==> src/common/cap_cfg.svh <==
`ifndef CAP_CFG_SVH
`define CAP_CFG_SVH
// ==========================================================
// Register offsets
`define CAP_A0_CNT_LO 8'hA2
`define CAP_A0_CNT_HI 8'hA3
`define CAP_A0_CTRL 8'hA4
`define CAP_STATUS 8'hA5
`define CAP_M0_MODE 8'hA9
`define CAP_M1_MODE 8'hAA
`define CAP_M2_MODE 8'hAB
`define CAP_M0_CMP_LO 8'hAC
`define CAP_M0_CMP_HI 8'hAD
`define CAP_M1_CMP_LO 8'hAF
`define CAP_M1_CMP_HI 8'hB1
`define CAP_M2_CMP_LO 8'hB2
`define CAP_M2_CMP_HI 8'hB3
`define CAP_A0_PERIOD 8'hB4
`define CAP_A1_CNT_LO 8'hBA
`define CAP_A1_CNT_HI 8'hBB
`define CAP_A1_CTRL 8'hBC
`define CAP_M3_MODE 8'hBD
`define CAP_M4_MODE 8'hBE
`define CAP_M5_MODE 8'hBF
`define CAP_M3_CMP_LO 8'hC1
`define CAP_M3_CMP_HI 8'hC2
`define CAP_M4_CMP_LO 8'hC3
`define CAP_M4_CMP_HI 8'hC4
`define CAP_M5_CMP_LO 8'hC5
`define CAP_M5_CMP_HI 8'hC6
`define CAP_A1_PERIOD 8'hC7
`define CAP_A0_PRESCALE 8'hFB
`define CAP_A1_PRESCALE 8'hFC
// ==========================================================
// Field positions
`define CAP_PS_CE_BIT 4
`define CAP_CTRL_RUN_BIT 6
`define CAP_MODE_IE_BIT 6
`define CAP_MODE_CMPEN_BIT 5
`define CAP_CLKSEL_PRESCALE 2'h0
`define CAP_CLKSEL_T0OVF 2'h1
`define CAP_CLKSEL_PIN 2'h2
// ==========================================================
// Reset values
`define CAP_PRESCALE_RST 8'h10
`define CAP_ZERO8 8'h00
`endif

==> src/common/cap_pkg.sv <==
package cap_pkg;
  // Mode field, low three bits of a module mode register
  typedef enum logic [2:0] {
    CAP_OFF,
    CAP_CAPTURE,
    CAP_TIMER,
    CAP_TOGGLE,
    CAP_PWM_FIXED,
    CAP_PWM_PROG
  } cap_mode_t;

  typedef struct packed {
    logic ie;
    logic cmp_en;
    logic [1:0] edge_sel;
    cap_mode_t mode;
  } cap_mode_reg_t;

  typedef struct packed {
    logic [7:0] addr;
    logic [7:0] wdata;
    logic wr;
    logic rd;
  } cap_sfr_req_t;
endpackage

==> src/design/cap_counter_array.sv <==
`timescale 1ns/1ps
// Notes on behaviour
// - Two blocks, each one 16-bit up-counter shared by three modules.
// - Counter runs freely and wraps, except cleared early in programmable PWM.
// - Counter clock from prescaler, Timer 0 overflow or external pin.
// - Prescaler divides oscillator by two to the power of 4-bit field.
// - Prescaler enable at bit 4 gates output; prescale register resets to 10h.
// - Capture, timer, toggle events may interrupt; PWM never does.
// - Each module owns one port pin; unassigned pins stay general I/O.
// - Capture copies count on rising, falling or either pin edge.
// - Each capture raises an interrupt request when enabled.
// - Timer mode compares written value with count; equality may interrupt.
// - Toggle mode inverts output pin on every compare match.
// - Fixed 8-bit PWM period is the low byte overflow, 256 clocks.
// - Fixed PWM output high once low byte reaches duty value.
// - At low byte overflow, high compare byte copies to low byte.
// - Counter readable and writable as separate low and high bytes.
// - One status register holds event flags for both blocks.
// - In programmable PWM, low byte equal to period clears counter and reloads period and duty.
`include "cap_cfg.svh"

module cap_counter_array
  import cap_pkg::*;
(
  input wire logic sys_clk, // 25 MHz system clock
  input wire logic reset, // Asynchronous, active high
  input wire cap_sfr_req_t sfr_req, // Special-function register access
  output logic [7:0] sfr_rdata, // Read data, one cycle after the read
  input wire logic t0_ovf, // Timer 0 overflow pulse, same clock
  input wire logic [1:0] ext_clk_pin, // External count clock pins, one per block
  input wire logic [5:0] pin_in, // Module port pins, level seen at the pad
  output logic [5:0] pin_out, // Module port pin drive value
  output logic [5:0] pin_oe_n, // Low while a module drives its pin
  output logic [1:0] irq // Interrupt request per block
);

  // ========================================================
  // Address decode helpers
  function automatic logic [7:0] mode_addr(input int i);
    case (i)
      0: mode_addr = `CAP_M0_MODE;
      1: mode_addr = `CAP_M1_MODE;
      2: mode_addr = `CAP_M2_MODE;
      3: mode_addr = `CAP_M3_MODE;
      4: mode_addr = `CAP_M4_MODE;
      default: mode_addr = `CAP_M5_MODE;
    endcase
  endfunction

  function automatic logic [7:0] cmp_lo_addr(input int i);
    case (i)
      0: cmp_lo_addr = `CAP_M0_CMP_LO;
      1: cmp_lo_addr = `CAP_M1_CMP_LO;
      2: cmp_lo_addr = `CAP_M2_CMP_LO;
      3: cmp_lo_addr = `CAP_M3_CMP_LO;
      4: cmp_lo_addr = `CAP_M4_CMP_LO;
      default: cmp_lo_addr = `CAP_M5_CMP_LO;
    endcase
  endfunction

  function automatic logic [7:0] cmp_hi_addr(input int i);
    case (i)
      0: cmp_hi_addr = `CAP_M0_CMP_HI;
      1: cmp_hi_addr = `CAP_M1_CMP_HI;
      2: cmp_hi_addr = `CAP_M2_CMP_HI;
      3: cmp_hi_addr = `CAP_M3_CMP_HI;
      4: cmp_hi_addr = `CAP_M4_CMP_HI;
      default: cmp_hi_addr = `CAP_M5_CMP_HI;
    endcase
  endfunction

  function automatic logic [7:0] blk_addr(input int b, input logic [7:0] a0, input logic [7:0] a1);
    blk_addr = (b == 0) ? a0 : a1;
  endfunction

  // ========================================================
  // Registers
  logic [15:0] count_reg [2];
  logic [7:0] ctrl_reg [2];
  logic [7:0] prescale_reg [2];
  logic [7:0] period_reg [2];
  logic [7:0] period_act_reg [2];
  logic [14:0] div_reg [2];
  cap_mode_reg_t mode_reg [6];
  logic [7:0] cmp_lo_reg [6];
  logic [7:0] cmp_hi_reg [6];
  logic [5:0] status_reg;
  logic [5:0] pin_s1_reg;
  logic [5:0] pin_s2_reg;
  logic [5:0] pin_s3_reg;
  logic [1:0] ext_s1_reg;
  logic [1:0] ext_s2_reg;
  logic [1:0] ext_s3_reg;

  logic [1:0] tick;
  logic [1:0] presc_tick;
  logic [1:0] prog_blk;
  logic [1:0] period_hit;
  logic [1:0] low_ovf;
  logic [5:0] match;
  logic [5:0] cap_edge;
  logic [5:0] event_set;

  // ========================================================
  // Pin synchronisers; stage three only feeds edge detection
  always_ff @(posedge sys_clk or posedge reset)
  begin
    if (reset)
    begin
      pin_s1_reg <= 6'h00;
      pin_s2_reg <= 6'h00;
      pin_s3_reg <= 6'h00;
      ext_s1_reg <= 2'h0;
      ext_s2_reg <= 2'h0;
      ext_s3_reg <= 2'h0;
    end
    else
    begin
      pin_s1_reg <= pin_in;
      pin_s2_reg <= pin_s1_reg;
      pin_s3_reg <= pin_s2_reg;
      ext_s1_reg <= ext_clk_pin;
      ext_s2_reg <= ext_s1_reg;
      ext_s3_reg <= ext_s2_reg;
    end
  end

  // ========================================================
  // Clock source selection and event decode
  always_comb
  begin
    for (int b = 0; b < 2; b++)
    begin
      logic [14:0] mask;
      mask = 15'((16'h0001 << prescale_reg[b][3:0]) - 16'h0001);
      presc_tick[b] = prescale_reg[b][`CAP_PS_CE_BIT] && ((div_reg[b] & mask) == mask);
      case (ctrl_reg[b][1:0])
        `CAP_CLKSEL_PRESCALE: tick[b] = presc_tick[b];
        `CAP_CLKSEL_T0OVF: tick[b] = t0_ovf;
        `CAP_CLKSEL_PIN: tick[b] = ext_s2_reg[b] && !ext_s3_reg[b];
        default: tick[b] = 1'b0;
      endcase
      tick[b] = tick[b] && ctrl_reg[b][`CAP_CTRL_RUN_BIT];
      prog_blk[b] = 1'b0;
      for (int k = 0; k < 3; k++)
        prog_blk[b] = prog_blk[b] || (mode_reg[b*3+k].mode == CAP_PWM_PROG);
      period_hit[b] = tick[b] && prog_blk[b] && (count_reg[b][7:0] == period_act_reg[b]);
      low_ovf[b] = tick[b] && (count_reg[b][7:0] == 8'hFF);
    end
    for (int i = 0; i < 6; i++)
    begin
      match[i] = tick[i/3] && mode_reg[i].cmp_en &&
                 (count_reg[i/3] == {cmp_hi_reg[i], cmp_lo_reg[i]});
      case (mode_reg[i].edge_sel)
        2'h1: cap_edge[i] = pin_s2_reg[i] && !pin_s3_reg[i];
        2'h2: cap_edge[i] = !pin_s2_reg[i] && pin_s3_reg[i];
        2'h3: cap_edge[i] = pin_s2_reg[i] ^ pin_s3_reg[i];
        default: cap_edge[i] = 1'b0;
      endcase
      case (mode_reg[i].mode)
        CAP_CAPTURE: event_set[i] = cap_edge[i];
        CAP_TIMER: event_set[i] = match[i];
        CAP_TOGGLE: event_set[i] = match[i];
        default: event_set[i] = 1'b0;
      endcase
    end
  end

  // ========================================================
  // Prescaler dividers, free running
  always_ff @(posedge sys_clk or posedge reset)
  begin
    if (reset)
    begin
      div_reg[0] <= 15'h0000;
      div_reg[1] <= 15'h0000;
    end
    else
    begin
      div_reg[0] <= div_reg[0] + 15'h0001;
      div_reg[1] <= div_reg[1] + 15'h0001;
    end
  end

  // ========================================================
  // Per-block registers and counters; software writes win over counting
  always_ff @(posedge sys_clk or posedge reset)
  begin
    if (reset)
    begin
      for (int b = 0; b < 2; b++)
      begin
        count_reg[b] <= 16'h0000;
        ctrl_reg[b] <= `CAP_ZERO8;
        prescale_reg[b] <= `CAP_PRESCALE_RST;
        period_reg[b] <= `CAP_ZERO8;
        period_act_reg[b] <= `CAP_ZERO8;
      end
    end
    else
    begin
      for (int b = 0; b < 2; b++)
      begin
        if (period_hit[b])
        begin
          count_reg[b] <= 16'h0000;
          period_act_reg[b] <= period_reg[b];
        end
        else if (tick[b])
          count_reg[b] <= count_reg[b] + 16'h0001;
        if (sfr_req.wr)
        begin
          if (sfr_req.addr == blk_addr(b, `CAP_A0_CNT_LO, `CAP_A1_CNT_LO))
            count_reg[b][7:0] <= sfr_req.wdata;
          if (sfr_req.addr == blk_addr(b, `CAP_A0_CNT_HI, `CAP_A1_CNT_HI))
            count_reg[b][15:8] <= sfr_req.wdata;
          if (sfr_req.addr == blk_addr(b, `CAP_A0_CTRL, `CAP_A1_CTRL))
            ctrl_reg[b] <= sfr_req.wdata;
          if (sfr_req.addr == blk_addr(b, `CAP_A0_PRESCALE, `CAP_A1_PRESCALE))
            prescale_reg[b] <= {3'h0, sfr_req.wdata[4:0]};
          if (sfr_req.addr == blk_addr(b, `CAP_A0_PERIOD, `CAP_A1_PERIOD))
            period_reg[b] <= sfr_req.wdata;
        end
      end
    end
  end

  // ========================================================
  // Module mode and capture/compare registers
  always_ff @(posedge sys_clk or posedge reset)
  begin
    if (reset)
    begin
      for (int i = 0; i < 6; i++)
      begin
        mode_reg[i] <= '0;
        cmp_lo_reg[i] <= `CAP_ZERO8;
        cmp_hi_reg[i] <= `CAP_ZERO8;
      end
    end
    else
    begin
      for (int i = 0; i < 6; i++)
      begin
        if (mode_reg[i].mode == CAP_CAPTURE && cap_edge[i])
          {cmp_hi_reg[i], cmp_lo_reg[i]} <= count_reg[i/3];
        if (mode_reg[i].mode == CAP_PWM_FIXED && low_ovf[i/3])
          cmp_lo_reg[i] <= cmp_hi_reg[i];
        if (mode_reg[i].mode == CAP_PWM_PROG && period_hit[i/3])
          cmp_lo_reg[i] <= cmp_hi_reg[i];
        if (sfr_req.wr)
        begin
          if (sfr_req.addr == mode_addr(i))
            mode_reg[i] <= cap_mode_reg_t'({sfr_req.wdata[6:3],
                           (sfr_req.wdata[2:0] > 3'h5) ? 3'h0 : sfr_req.wdata[2:0]});
          if (sfr_req.addr == cmp_lo_addr(i))
            cmp_lo_reg[i] <= sfr_req.wdata;
          if (sfr_req.addr == cmp_hi_addr(i))
            cmp_hi_reg[i] <= sfr_req.wdata;
        end
      end
    end
  end

  // ========================================================
  // Shared event status; a hardware set beats a software clear
  always_ff @(posedge sys_clk or posedge reset)
  begin
    if (reset)
      status_reg <= 6'h00;
    else if (sfr_req.wr && sfr_req.addr == `CAP_STATUS)
      status_reg <= (status_reg & sfr_req.wdata[5:0]) | event_set;
    else
      status_reg <= status_reg | event_set;
  end

  always_ff @(posedge sys_clk or posedge reset)
  begin
    if (reset)
      irq <= 2'h0;
    else
      for (int b = 0; b < 2; b++)
      begin
        irq[b] <= 1'b0;
        for (int k = 0; k < 3; k++)
          if (status_reg[b*3+k] && mode_reg[b*3+k].ie)
            irq[b] <= 1'b1;
      end
  end

  // ========================================================
  // Pin drive; capture, timer and unused modules leave the pin as general I/O
  always_ff @(posedge sys_clk or posedge reset)
  begin
    if (reset)
    begin
      pin_out <= 6'h00;
      pin_oe_n <= 6'h3F;
    end
    else
      for (int i = 0; i < 6; i++)
      begin
        case (mode_reg[i].mode)
          CAP_TOGGLE:
          begin
            pin_oe_n[i] <= 1'b0;
            if (match[i])
              pin_out[i] <= !pin_out[i];
          end
          CAP_PWM_FIXED:
          begin
            pin_oe_n[i] <= 1'b0;
            if (low_ovf[i/3])
              pin_out[i] <= 1'b0;
            else if (count_reg[i/3][7:0] >= cmp_lo_reg[i])
              pin_out[i] <= 1'b1;
          end
          CAP_PWM_PROG:
          begin
            pin_oe_n[i] <= 1'b0;
            if (period_hit[i/3])
              pin_out[i] <= 1'b0;
            else if (count_reg[i/3][7:0] >= cmp_lo_reg[i])
              pin_out[i] <= 1'b1;
          end
          default:
          begin
            pin_oe_n[i] <= 1'b1;
            pin_out[i] <= 1'b0;
          end
        endcase
      end
  end

  // ========================================================
  // Registered read data; unmapped addresses read zero
  always_ff @(posedge sys_clk or posedge reset)
  begin
    if (reset)
      sfr_rdata <= `CAP_ZERO8;
    else
    begin
      sfr_rdata <= `CAP_ZERO8;
      for (int b = 0; b < 2; b++)
      begin
        if (sfr_req.addr == blk_addr(b, `CAP_A0_CNT_LO, `CAP_A1_CNT_LO))
          sfr_rdata <= count_reg[b][7:0];
        if (sfr_req.addr == blk_addr(b, `CAP_A0_CNT_HI, `CAP_A1_CNT_HI))
          sfr_rdata <= count_reg[b][15:8];
        if (sfr_req.addr == blk_addr(b, `CAP_A0_CTRL, `CAP_A1_CTRL))
          sfr_rdata <= ctrl_reg[b];
        if (sfr_req.addr == blk_addr(b, `CAP_A0_PRESCALE, `CAP_A1_PRESCALE))
          sfr_rdata <= prescale_reg[b];
        if (sfr_req.addr == blk_addr(b, `CAP_A0_PERIOD, `CAP_A1_PERIOD))
          sfr_rdata <= period_reg[b];
      end
      for (int i = 0; i < 6; i++)
      begin
        if (sfr_req.addr == mode_addr(i))
          sfr_rdata <= {1'b0, 7'(mode_reg[i])};
        if (sfr_req.addr == cmp_lo_addr(i))
          sfr_rdata <= cmp_lo_reg[i];
        if (sfr_req.addr == cmp_hi_addr(i))
          sfr_rdata <= cmp_hi_reg[i];
      end
      if (sfr_req.addr == `CAP_STATUS)
        sfr_rdata <= {2'h0, status_reg};
    end
  end

  // ========================================================
  // Checks
  a_prescale_reset: assert property (@(posedge sys_clk) $fell(reset) |-> prescale_reg[0] == 8'h10)
    else $error("prescale reset value wrong");
  a_count_hold: assert property (@(posedge sys_clk) disable iff (reset)
    (!tick[0] && !sfr_req.wr) |=> $stable(count_reg[0]))
    else $error("counter moved without a tick");
  a_count_step: assert property (@(posedge sys_clk) disable iff (reset)
    (tick[0] && !period_hit[0] && !sfr_req.wr) |=> count_reg[0] == $past(count_reg[0]) + 16'h0001)
    else $error("counter did not advance");
  a_period_clear: assert property (@(posedge sys_clk) disable iff (reset)
    (period_hit[0] && !sfr_req.wr) |=> count_reg[0] == 16'h0000)
    else $error("period match did not clear counter");
  a_capture_load: assert property (@(posedge sys_clk) disable iff (reset)
    (mode_reg[0].mode == CAP_CAPTURE && cap_edge[0] && !sfr_req.wr)
    |=> {cmp_hi_reg[0], cmp_lo_reg[0]} == $past(count_reg[0]))
    else $error("capture did not load count");
  a_event_flag: assert property (@(posedge sys_clk) disable iff (reset)
    event_set[2] |=> status_reg[2])
    else $error("event flag lost");
  a_irq_raise: assert property (@(posedge sys_clk) disable iff (reset)
    (status_reg[0] && mode_reg[0].ie) |=> irq[0])
    else $error("enabled flag gave no interrupt");
  a_toggle_pin: assert property (@(posedge sys_clk) disable iff (reset)
    (mode_reg[2].mode == CAP_TOGGLE && match[2]) |=> pin_out[2] != $past(pin_out[2]))
    else $error("toggle did not invert pin");
  a_pwm_low: assert property (@(posedge sys_clk) disable iff (reset)
    (mode_reg[4].mode == CAP_PWM_FIXED && low_ovf[1]) |=> !pin_out[4] ##0 !pin_oe_n[4])
    else $error("pwm not low at overflow");
  a_pwm_reload: assert property (@(posedge sys_clk) disable iff (reset)
    (mode_reg[4].mode == CAP_PWM_FIXED && low_ovf[1] && !sfr_req.wr)
    |=> cmp_lo_reg[4] == $past(cmp_hi_reg[4]))
    else $error("duty byte not reloaded");
  a_pwm_no_event: assert property (@(posedge sys_clk) disable iff (reset)
    (mode_reg[4].mode == CAP_PWM_FIXED && !status_reg[4]) |=> !status_reg[4])
    else $error("pwm raised an event");

  c_capture: cover property (@(posedge sys_clk) disable iff (reset)
    mode_reg[0].mode == CAP_CAPTURE && cap_edge[0]);
  c_toggle: cover property (@(posedge sys_clk) disable iff (reset)
    mode_reg[2].mode == CAP_TOGGLE && match[2]);
  c_pwm_fixed: cover property (@(posedge sys_clk) disable iff (reset)
    mode_reg[4].mode == CAP_PWM_FIXED && low_ovf[1]);
  c_pwm_prog: cover property (@(posedge sys_clk) disable iff (reset) period_hit[0]);

endmodule

==> config.mk <==
export PLATFORM = sky130hd
export DESIGN_NAME = cap_counter_array
export DESIGN_NICKNAME = d
export VERILOG_FILES = /design/src/common/cap_pkg.sv /design/src/design/cap_counter_array.sv
export VERILOG_INCLUDE_DIRS = /design/src /design/src/common
export SDC_FILE = /design/constraint.sdc
export NUM_CORES = 1
export LEC_CHECK = 0
export BUFFER_PORTS_ARGS = -buffer_cell sky130_fd_sc_hd__buf_2
export CAP_MARGIN = 30
export CORE_ASPECT_RATIO = 1.25
export CORE_MARGIN = 2
export CORE_UTILIZATION = 40
export DETAILED_ROUTE_END_ITERATION = 7
export PLACE_DENSITY = 0.58
export SYNTH_ARGS = -nofsm -noshare
export SYNTH_HDL_FRONTEND = slang
export SYNTH_SLANG_ARGS = --single-unit
export TNS_END_PERCENT = 5
==> constraint.sdc <==
create_clock -name sys_clk -period 33.4 [get_ports sys_clk]
set_input_delay 10.02 -clock sys_clk [delete_from_list [all_inputs] [get_ports sys_clk]]
set_output_delay 10.02 -clock sys_clk [all_outputs]
set_load 0.02 [all_outputs]
### Word-level counts from Yosys, hierarchy flattened

Index checks and enable logic that the tools add are counted.

* add/subtract/negate cells: 6
* order comparisons: 7
* equal/unequal tests: 117
* shifts and indexed selects: 2
* muxes and demuxes: 163
* bitwise logic cells: 11
* reductions and logical operators: 111

Operators with widths (count)
* $mux W8: 99
* $eq A8 B8 Y1 const B: 31
* $eq A8 B8 Y1: 20
* $eq A16 B16 Y1: 6
* $mux W16: 6
* $logic_and A1 B1 Y1: 61
* $ge A8 B8 Y1: 6
* $pmux W1 S3: 14
* $eq A3 B2 Y1 const B: 12
* $eq A3 B3 Y1 const B: 12
* $mux W1: 36
* $add A16 B1 Y16 const B: 2
* $add A15 B1 Y15 const B: 2
* $and A15 B15 Y15: 2
* $eq A15 B15 Y1: 2
* $shl A1 B4 Y15 const A: 2
* $sub A15 B1 Y15 const B: 2
* $eq A2 B2 Y1 const B: 14
* $reduce_and A2 Y1: 12
* $logic_not A1 Y1: 20
* $eq A3 B1 Y1 const B: 6
* $reduce_or A3 Y1: 6
* $eq A2 B1 Y1 const B: 8
* $ne A2 B2 Y1 const B: 6
* 10 further kinds: 30

* bits in registers: 310
* output and inout bits: 22
* word-level logic and storage cells: 481

### Depth between registers and ports, before layout

Gate-level depths: netlist (run 1).

* depth after elaboration: 30
* depth in mapped cells: 15

### Worst setup path before layout (run 1)

OpenSTA, ideal clock, no wires.

* path type: input -> register
* start point: input port sfr_req[11] (netlist bit)
* end point: register sfr_rdata[5]
* arrival time: 12.110 ns
* required time: 33.318 ns
* path slack: 21.208 ns
* stages: 10
* buffers on the path: 2
* cell sequence: clkbuf_1 > buf_2 > nand2_1 > nor3_1 > a221oi_1 > o31a_1 > o211ai_1 > a21oi_1 > a211o_1 > a31oi_1

* longest elaborated chain between the ends: 30

Ends and longest elaborated chain
* start: declaration: line cap_counter_array.sv:27 `input wire cap_sfr_req_t sfr_req,`
* $eq A8 B8 Y1: line cap_counter_array.sv:346 `` if (sfr_req.addr == blk_addr(b, `CAP_A0_CNT_LO, `CAP_A1_CNT_LO)) ``
* $mux W8: line cap_counter_array.sv:346
* $mux W8: line cap_counter_array.sv:348 `` if (sfr_req.addr == blk_addr(b, `CAP_A0_CNT_HI, `CAP_A1_CNT_HI)) ``
* $mux W8: line cap_counter_array.sv:350 `` if (sfr_req.addr == blk_addr(b, `CAP_A0_CTRL, `CAP_A1_CTRL)) ``
* $mux W8: line cap_counter_array.sv:352 `` if (sfr_req.addr == blk_addr(b, `CAP_A0_PRESCALE, `CAP_A1_PRESCALE)) ``
* $mux W8: line cap_counter_array.sv:354 `` if (sfr_req.addr == blk_addr(b, `CAP_A0_PERIOD, `CAP_A1_PERIOD)) ``
* $mux W8: line cap_counter_array.sv:346
* $mux W8: line cap_counter_array.sv:348
* [... 14 more ...]
* $mux W8: line cap_counter_array.sv:363 `if (sfr_req.addr == cmp_hi_addr(i))`
* $mux W8: line cap_counter_array.sv:359 `if (sfr_req.addr == mode_addr(i))`
* $mux W8: line cap_counter_array.sv:361 `if (sfr_req.addr == cmp_lo_addr(i))`
* $mux W8: line cap_counter_array.sv:363
* $mux W8: line cap_counter_array.sv:359
* $mux W8: line cap_counter_array.sv:361
* $mux W8: line cap_counter_array.sv:363
* $mux W8 (*): line cap_counter_array.sv:366 `` if (sfr_req.addr == `CAP_STATUS) ``
* end signal: assignment: line cap_counter_array.sv:360 `sfr_rdata <= {1'b0, 7'(mode_reg[i])};`
* end signal: assignment: line cap_counter_array.sv:362 `sfr_rdata <= cmp_lo_reg[i];`
* end signal: assignment: line cap_counter_array.sv:364 `sfr_rdata <= cmp_hi_reg[i];`
* end: declaration: line cap_counter_array.sv:28 `output logic [7:0] sfr_rdata,`

Every way passes the cells marked *; elsewhere a longest branch is shown, timed or not.
A chain may end at the register's enable or synchronous reset.

### Final worst setup path (run 1)

* start point: input port sfr_req[16] (netlist bit)
* end point: register sfr_rdata[6]

Same word-level chain as after synthesis.

==> impl_metrics.ini, run 1 <==
[timing]
period_needed_ns = 12.98
timing_hold_violations_final = 0
final_max_slew_viol_count = 0
rsz0062_at_grt = no
finalClockSkew_ns = 0.0297
finalSetupTns_ns = 0
slew-limit-headroom = 0.177
worstMarginPinSlew_ns = 1.24
post-route-period-util = 0.389
setup_viol = 0
fmax_ghz = 0.0770

[synthesis]
synthTopCellsByArea = dfrtp_1, mux2_2, mux2i_1
yosysWarnings = 0
async_reset_ff_frac = 1.00
synthCells = 2092
ys.flop_type = dfrtp_1
synth_seq_area_share = 0.402
synth_fp_nets = 2187
synth_top_cell_area_share = 0.391
synth.distinct_cells = 85
syn_avg_cell_area_um2 = 9.24
syn-cell-area_um2 = 19300
synth_top_area_cell = dfrtp_1
ys_seq_elements = 310
synth_edf_count = 0

[cells_and_area]
seq_area_um2 = 7770
n_fill_cell = 4702
final_common_cell = dfrtp_1
syn_to_final_growth_pct = 10.2
multi_input_area_um2 = 10700
stdcell_count = 2734
layout-drive-gt1-share = 0.136
layout_common_cells = dfrtp_1, nand2_1, o21ai_0, mux2_2, mux2i_1
nets = 2151

[global_route]
antenna_found_initial = 4
grt_pass1_vias = 16285
grtUsageTotal = 0.269
grt_pass1_wl_um = 103000
gr-total-overflow = 0
grt_max_degree = 158

[cts]
hold_buffers = 0
clock_path_buffers = 3
htree_num_levels = 2
cts_made_buffers = 37
clock_latency_ns = 0.56
post_cts_resized = 0
cts_post_setup_buffers_inserted = 0
tritoncts = yes
cts_sinks = 310
clock_tree.root_cell = clkbuf_16
cts.clk_slew.worst_paths_ns = 0.06

[power_and_ir_drop]
vdd.ir_drop.worst_mv = 0.0328
leakagePower_uw = 0.00886
total_power_uw = 925
power_density_nw_per_um2 = 43.4

[worst_setup_path]
worstPathArrival_ns = 13.45
worst-setup-path-type = input pin to flop
cp-start-kind = input pin
path_cells = buf_2 -> nand4bb_1 -> nor3_1 -> a221oi_1 -> nor3b_1 -> a2111oi_0 -> o21ai_0 -> a21oi_1
worstPathRequired_ns = 33.87
slowest_delay_ns = 0.91
crit_slowest_cell = nor3_1
cp_max_fo = 15
endpoint_kind = flop

[flow_run]
cap_viol_max_count = 0

[routing]
drt_iter0_drc = 1670
routedWlPerCell_um = 25.0
antenna_left = 0
viasPerCell = 6.08
vias = 16623
drt_pre_antenna_iters = 8
routed_wl_um = 68300
drc = 0

[place]
placed_cells = 2661
hpwl_um = 46800
portBuffers = 49
gp_congestion = 0.967

[floorplanning]
die_y_um = 250
initial_core_util = 0.403
dieArea_um2 = 50100
die_w_um = 201
core_um2 = 48000
io_pins = 51
rows = 90

[status]
status = complete, no violations

[min_path]
hp-class = flop to flop
[metrics by stage]
step / instance area [um^2] / utilization / setup slack (ns) / hold WS, ns
6_report: 21300 / 0.444 / 20.42 / 0.348
5_1_grt: 21300 / 0.444 / 20.35 / 0.360
4_1_cts: 21300 / 0.444 / 20.68 / 0.350
3_5_place_dp: 20100 / 0.419 / 20.13 / 0.335
3_3_place_gp: 20100 / 0.419 / 19.88 / 0.333
2_1_floorplan: 19300 / - / 14.82 / 0.331
[worst paths after layout]
| path | slack [ns] | endpoint | from | depth (start not counted) |
|---|---|---|---|---|
| max | 20.42 | sfr_rdata[6] | sfr_req[16] | 8 |
| max reg2reg | 29.28 | cmp_lo_reg[23] | prescale_reg[0] | 12 |
| min reg2reg | 0.35 | ext_s2_reg[0] | ext_s1_reg[0] | 0 |
| max in group asynchronous | 22.39 | mode_reg[24] | reset | 3 |
| min | 0.35 | ext_s2_reg[0] | ext_s1_reg[0] | 0 |
| min in group asynchronous | 9.60 | ext_s2_reg[0] | reset | 2 |
[where the power goes]
| group | internal [uW] | switching [uW] |
|---|---|---|
| Clock | 231 | 170 |
| Sequential | 394 | 32.8 |
| Combinational | 39.8 | 57.3 |
[layout make-up]
class	count	share of cell area
Clock inverter	14	0.00699
Antenna cell	5	0.000587
Inverter	91	0.0164
Multi-Input combinational cell	1531	0.501
Sequential cell	310	0.365
Timing Repair Buffer	85	0.0247
Clock buffer	54	0.0483
Tap cell	644	0.0378
[cell usage after synthesis, drive strengths merged (7+ instances only)]
| cell type | count |
|---|---|
| mux2i | 101 |
| inv | 91 |
| o22ai | 14 |
| mux2 | 107 |
| dfstp | 8 |
| xor2 | 32 |
| nor4b | 17 |
| o31ai | 21 |
| or4 | 12 |
| a21oi | 84 |
| nor2 | 98 |
| a211oi | 11 |
| clkbuf | 119 |
| nor3b | 7 |
| a22oi | 18 |
| a31oi | 12 |
| nor4 | 17 |
| nand3 | 50 |
| nand3b | 11 |
| a221o | 9 |
| nor2b | 21 |
| dfrtp | 302 |
| nor3 | 51 |
| a2111oi | 9 |
| buf | 41 |
| nand2b | 19 |
| nand2 | 253 |
| a221oi | 25 |
| xnor2 | 89 |
| o2111a | 7 |
| and3 | 31 |
| ha | 66 |
| a21o | 13 |
| o211ai | 13 |
| and2 | 17 |
| nand4 | 26 |
| o21ai | 172 |
[cells by family (layout without fill, tap and decap cells)]
kind of cell / after synthesis / after routing / share of synthesized area
simple gates: 665 / 665 / 0.175
compound gates: 471 / 471 / 0.160
flops: 310 / 310 / 0.402
buf+inv: 251 / 244 / 0.0510
mux: 208 / 208 / 0.115
xor+xnor: 121 / 121 / 0.0548
fa+ha+maj: 66 / 66 / 0.0427
other cells: 0 / 5 / 0
[critical path: cells and delay by family]
family	cells	cell delay, ns
buf+inv	1	0.19
compound gates	4	1.44
simple gates	3	1.80
[metal layers]
metal | global-route usage | up-vias | wire length, um
met5 | 0 | - | 13
met1 | 0.337 | 8217 | 27500
met3 | 0.0384 | 214 | 4790
li1 | - | 7443 | -
met4 | 0.149 | 2 | 4070
met2 | 0.447 | 747 | 32000
Power figures use the tool's default switching activity.
==> run 2, diff against run 1 <==
==> constraint.sdc (replaced) <==
create_clock -name sys_clk -period 12.1 [get_ports sys_clk]
set_input_delay 3.63 -clock sys_clk [delete_from_list [all_inputs] [get_ports sys_clk]]
set_output_delay 3.63 -clock sys_clk [all_outputs]
set_load 0.02 [all_outputs]
==> impl_metrics.ini, run 2 (synthesized netlist as in run 1, its figures left out) <==
[status]
status = complete, no violations

[routing]
antenna_left = 0
routedWlPerCell_um = 25.2
viasPerCell = 6.04
vias = 16515
drc = 0
drt_pre_antenna_iters = 6
routed_wl_um = 68800
drt_iter0_drc = 1533

[floorplanning]
dieArea_um2 = 50100
core_um2 = 48000
io_pins = 51
die_w_um = 201
initial_core_util = 0.403
die_y_um = 250
rows = 90

[min_path]
hp-class = flop to flop

[power_and_ir_drop]
leakagePower_uw = 0.00886
vdd.ir_drop.worst_mv = 0.0780
power_density_nw_per_um2 = 120

[global_route]
grtUsageTotal = 0.272
grt_pass1_vias = 16395
grt_pass1_wl_um = 104000
gr-total-overflow = 0
grt_max_degree = 171
antenna_found_initial = 4

[cells_and_area]
nets = 2154
final_common_cell = dfrtp_1
finalInstanceArea_um2 = 21300
syn_to_final_growth_pct = 10.1
layout_common_cells = dfrtp_1, nand2_1, o21ai_0, mux2_2, mux2i_1
layout-drive-gt1-share = 0.136
n_fill_cell = 4681

[place]
hpwl_um = 47600
post-place-ws_ns = 5.02
placed_area_um2 = 20100
portBuffers = 49
gp_congestion = 0.957

[timing]
fmax_ghz = 0.149
period_needed_ns = 6.70
worstMarginPinSlew_ns = 1.16
finalHoldWorstSlack_ns = 0.344
finalSetupTns_ns = 0
slew-limit-headroom = 0.226
setup_viol = 0
rsz0062_at_grt = no
final_max_slew_viol_count = 0
finalClockSkew_ns = 0.0162
post-route-period-util = 0.554
setup_ws_ns = 5.40
timing_hold_violations_final = 0

[worst_setup_path]
ff2ff_setup_slack_ns = 7.94
endpoint_kind = flop
worst-setup-path-type = input pin to flop
cp-start-kind = input pin
worstPathArrival_ns = 7.07
worstPathRequired_ns = 12.47
cp_max_fo = 39

[cts]
clock_tree.root_cell = clkbuf_16
cts.clk_slew.worst_paths_ns = 0.06
cts_sinks = 310
post_cts_resized = 0
cts_post_setup_buffers_inserted = 0
htree_num_levels = 2
cts_made_buffers = 36
hold_buffers = 0
clock_path_buffers = 3
tritoncts = yes
clock_latency_ns = 0.55

[flow_run]
cap_viol_max_count = 0
## run 2: cell count changes in the layout (fill, tap and decap cells not counted), sizes merged
cell / delta
clkinv: -1
diode: -2
clkbuf: -1
buf: +4
## run 2: per-stage QoR
step                      total power [uW]   util  instances
after floorplan                       1350      -       2092
after global placement                1450  0.419       2665
after detailed placement              1460  0.419       2665
after CTS                             2560  0.443       2731
after global routing                  2640  0.443       2733
final                                 2550  0.444       2734
## run 2: layout make-up
type | count | area, um^2 | share of cell area
timing repair buffer | 89 | 558 | 0.0262
clock buffer | 53 | 1030 | 0.0482
clock inverter | 13 | 123 | 0.00576
sequential | 310 | 7770 | 0.365
antenna | 3 | 7.51 | 0.000353
multi-input combinational | 1531 | 10600 | 0.500
tap | 644 | 806 | 0.0379
inverter | 91 | 345 | 0.0162
## run 2: worst paths after layout
check                      cells past startpoint              to             from
setup reg to reg                              12  cmp_lo_reg[23]  prescale_reg[0]
hold reg to reg                                0   pin_s2_reg[3]    pin_s1_reg[3]
setup / recovery                               8    sfr_rdata[3]      sfr_req[10]
max in group asynchronous                      4   status_reg[5]            reset
min in group asynchronous                      3  cmp_lo_reg[14]            reset
hold / removal                                 0   pin_s2_reg[3]    pin_s1_reg[3]
## run 2: per-layer routing
metal / GRT usage / vias to the layer above / routed length (um)
met2: 0.442 / 701 / 31700
met3: 0.0363 / 245 / 4130
met5: 0 / - / 12
li1: - / 7445 / -
met1: 0.346 / 8122 / 28300
met4: 0.167 / 2 / 4660
## run 2: power by group
part,internal [uW],switching [uW],total (uW),leakage [uW]
Clock,633,466,1100,0.000571
Combinational,111,163,274,0.00439
Sequential,1090,88.8,1180,0.00390
Total,1830,718,2550,0.00886
## run 2: critical path: stages
cell and delay (ns):
buf_2 0.56, nor4bb_4 0.95, nand2_1 0.33, o21ai_0 0.30
a221o_1 0.15, a31oi_1 0.06, a2111oi_0 0.90, o31ai_1 0.18
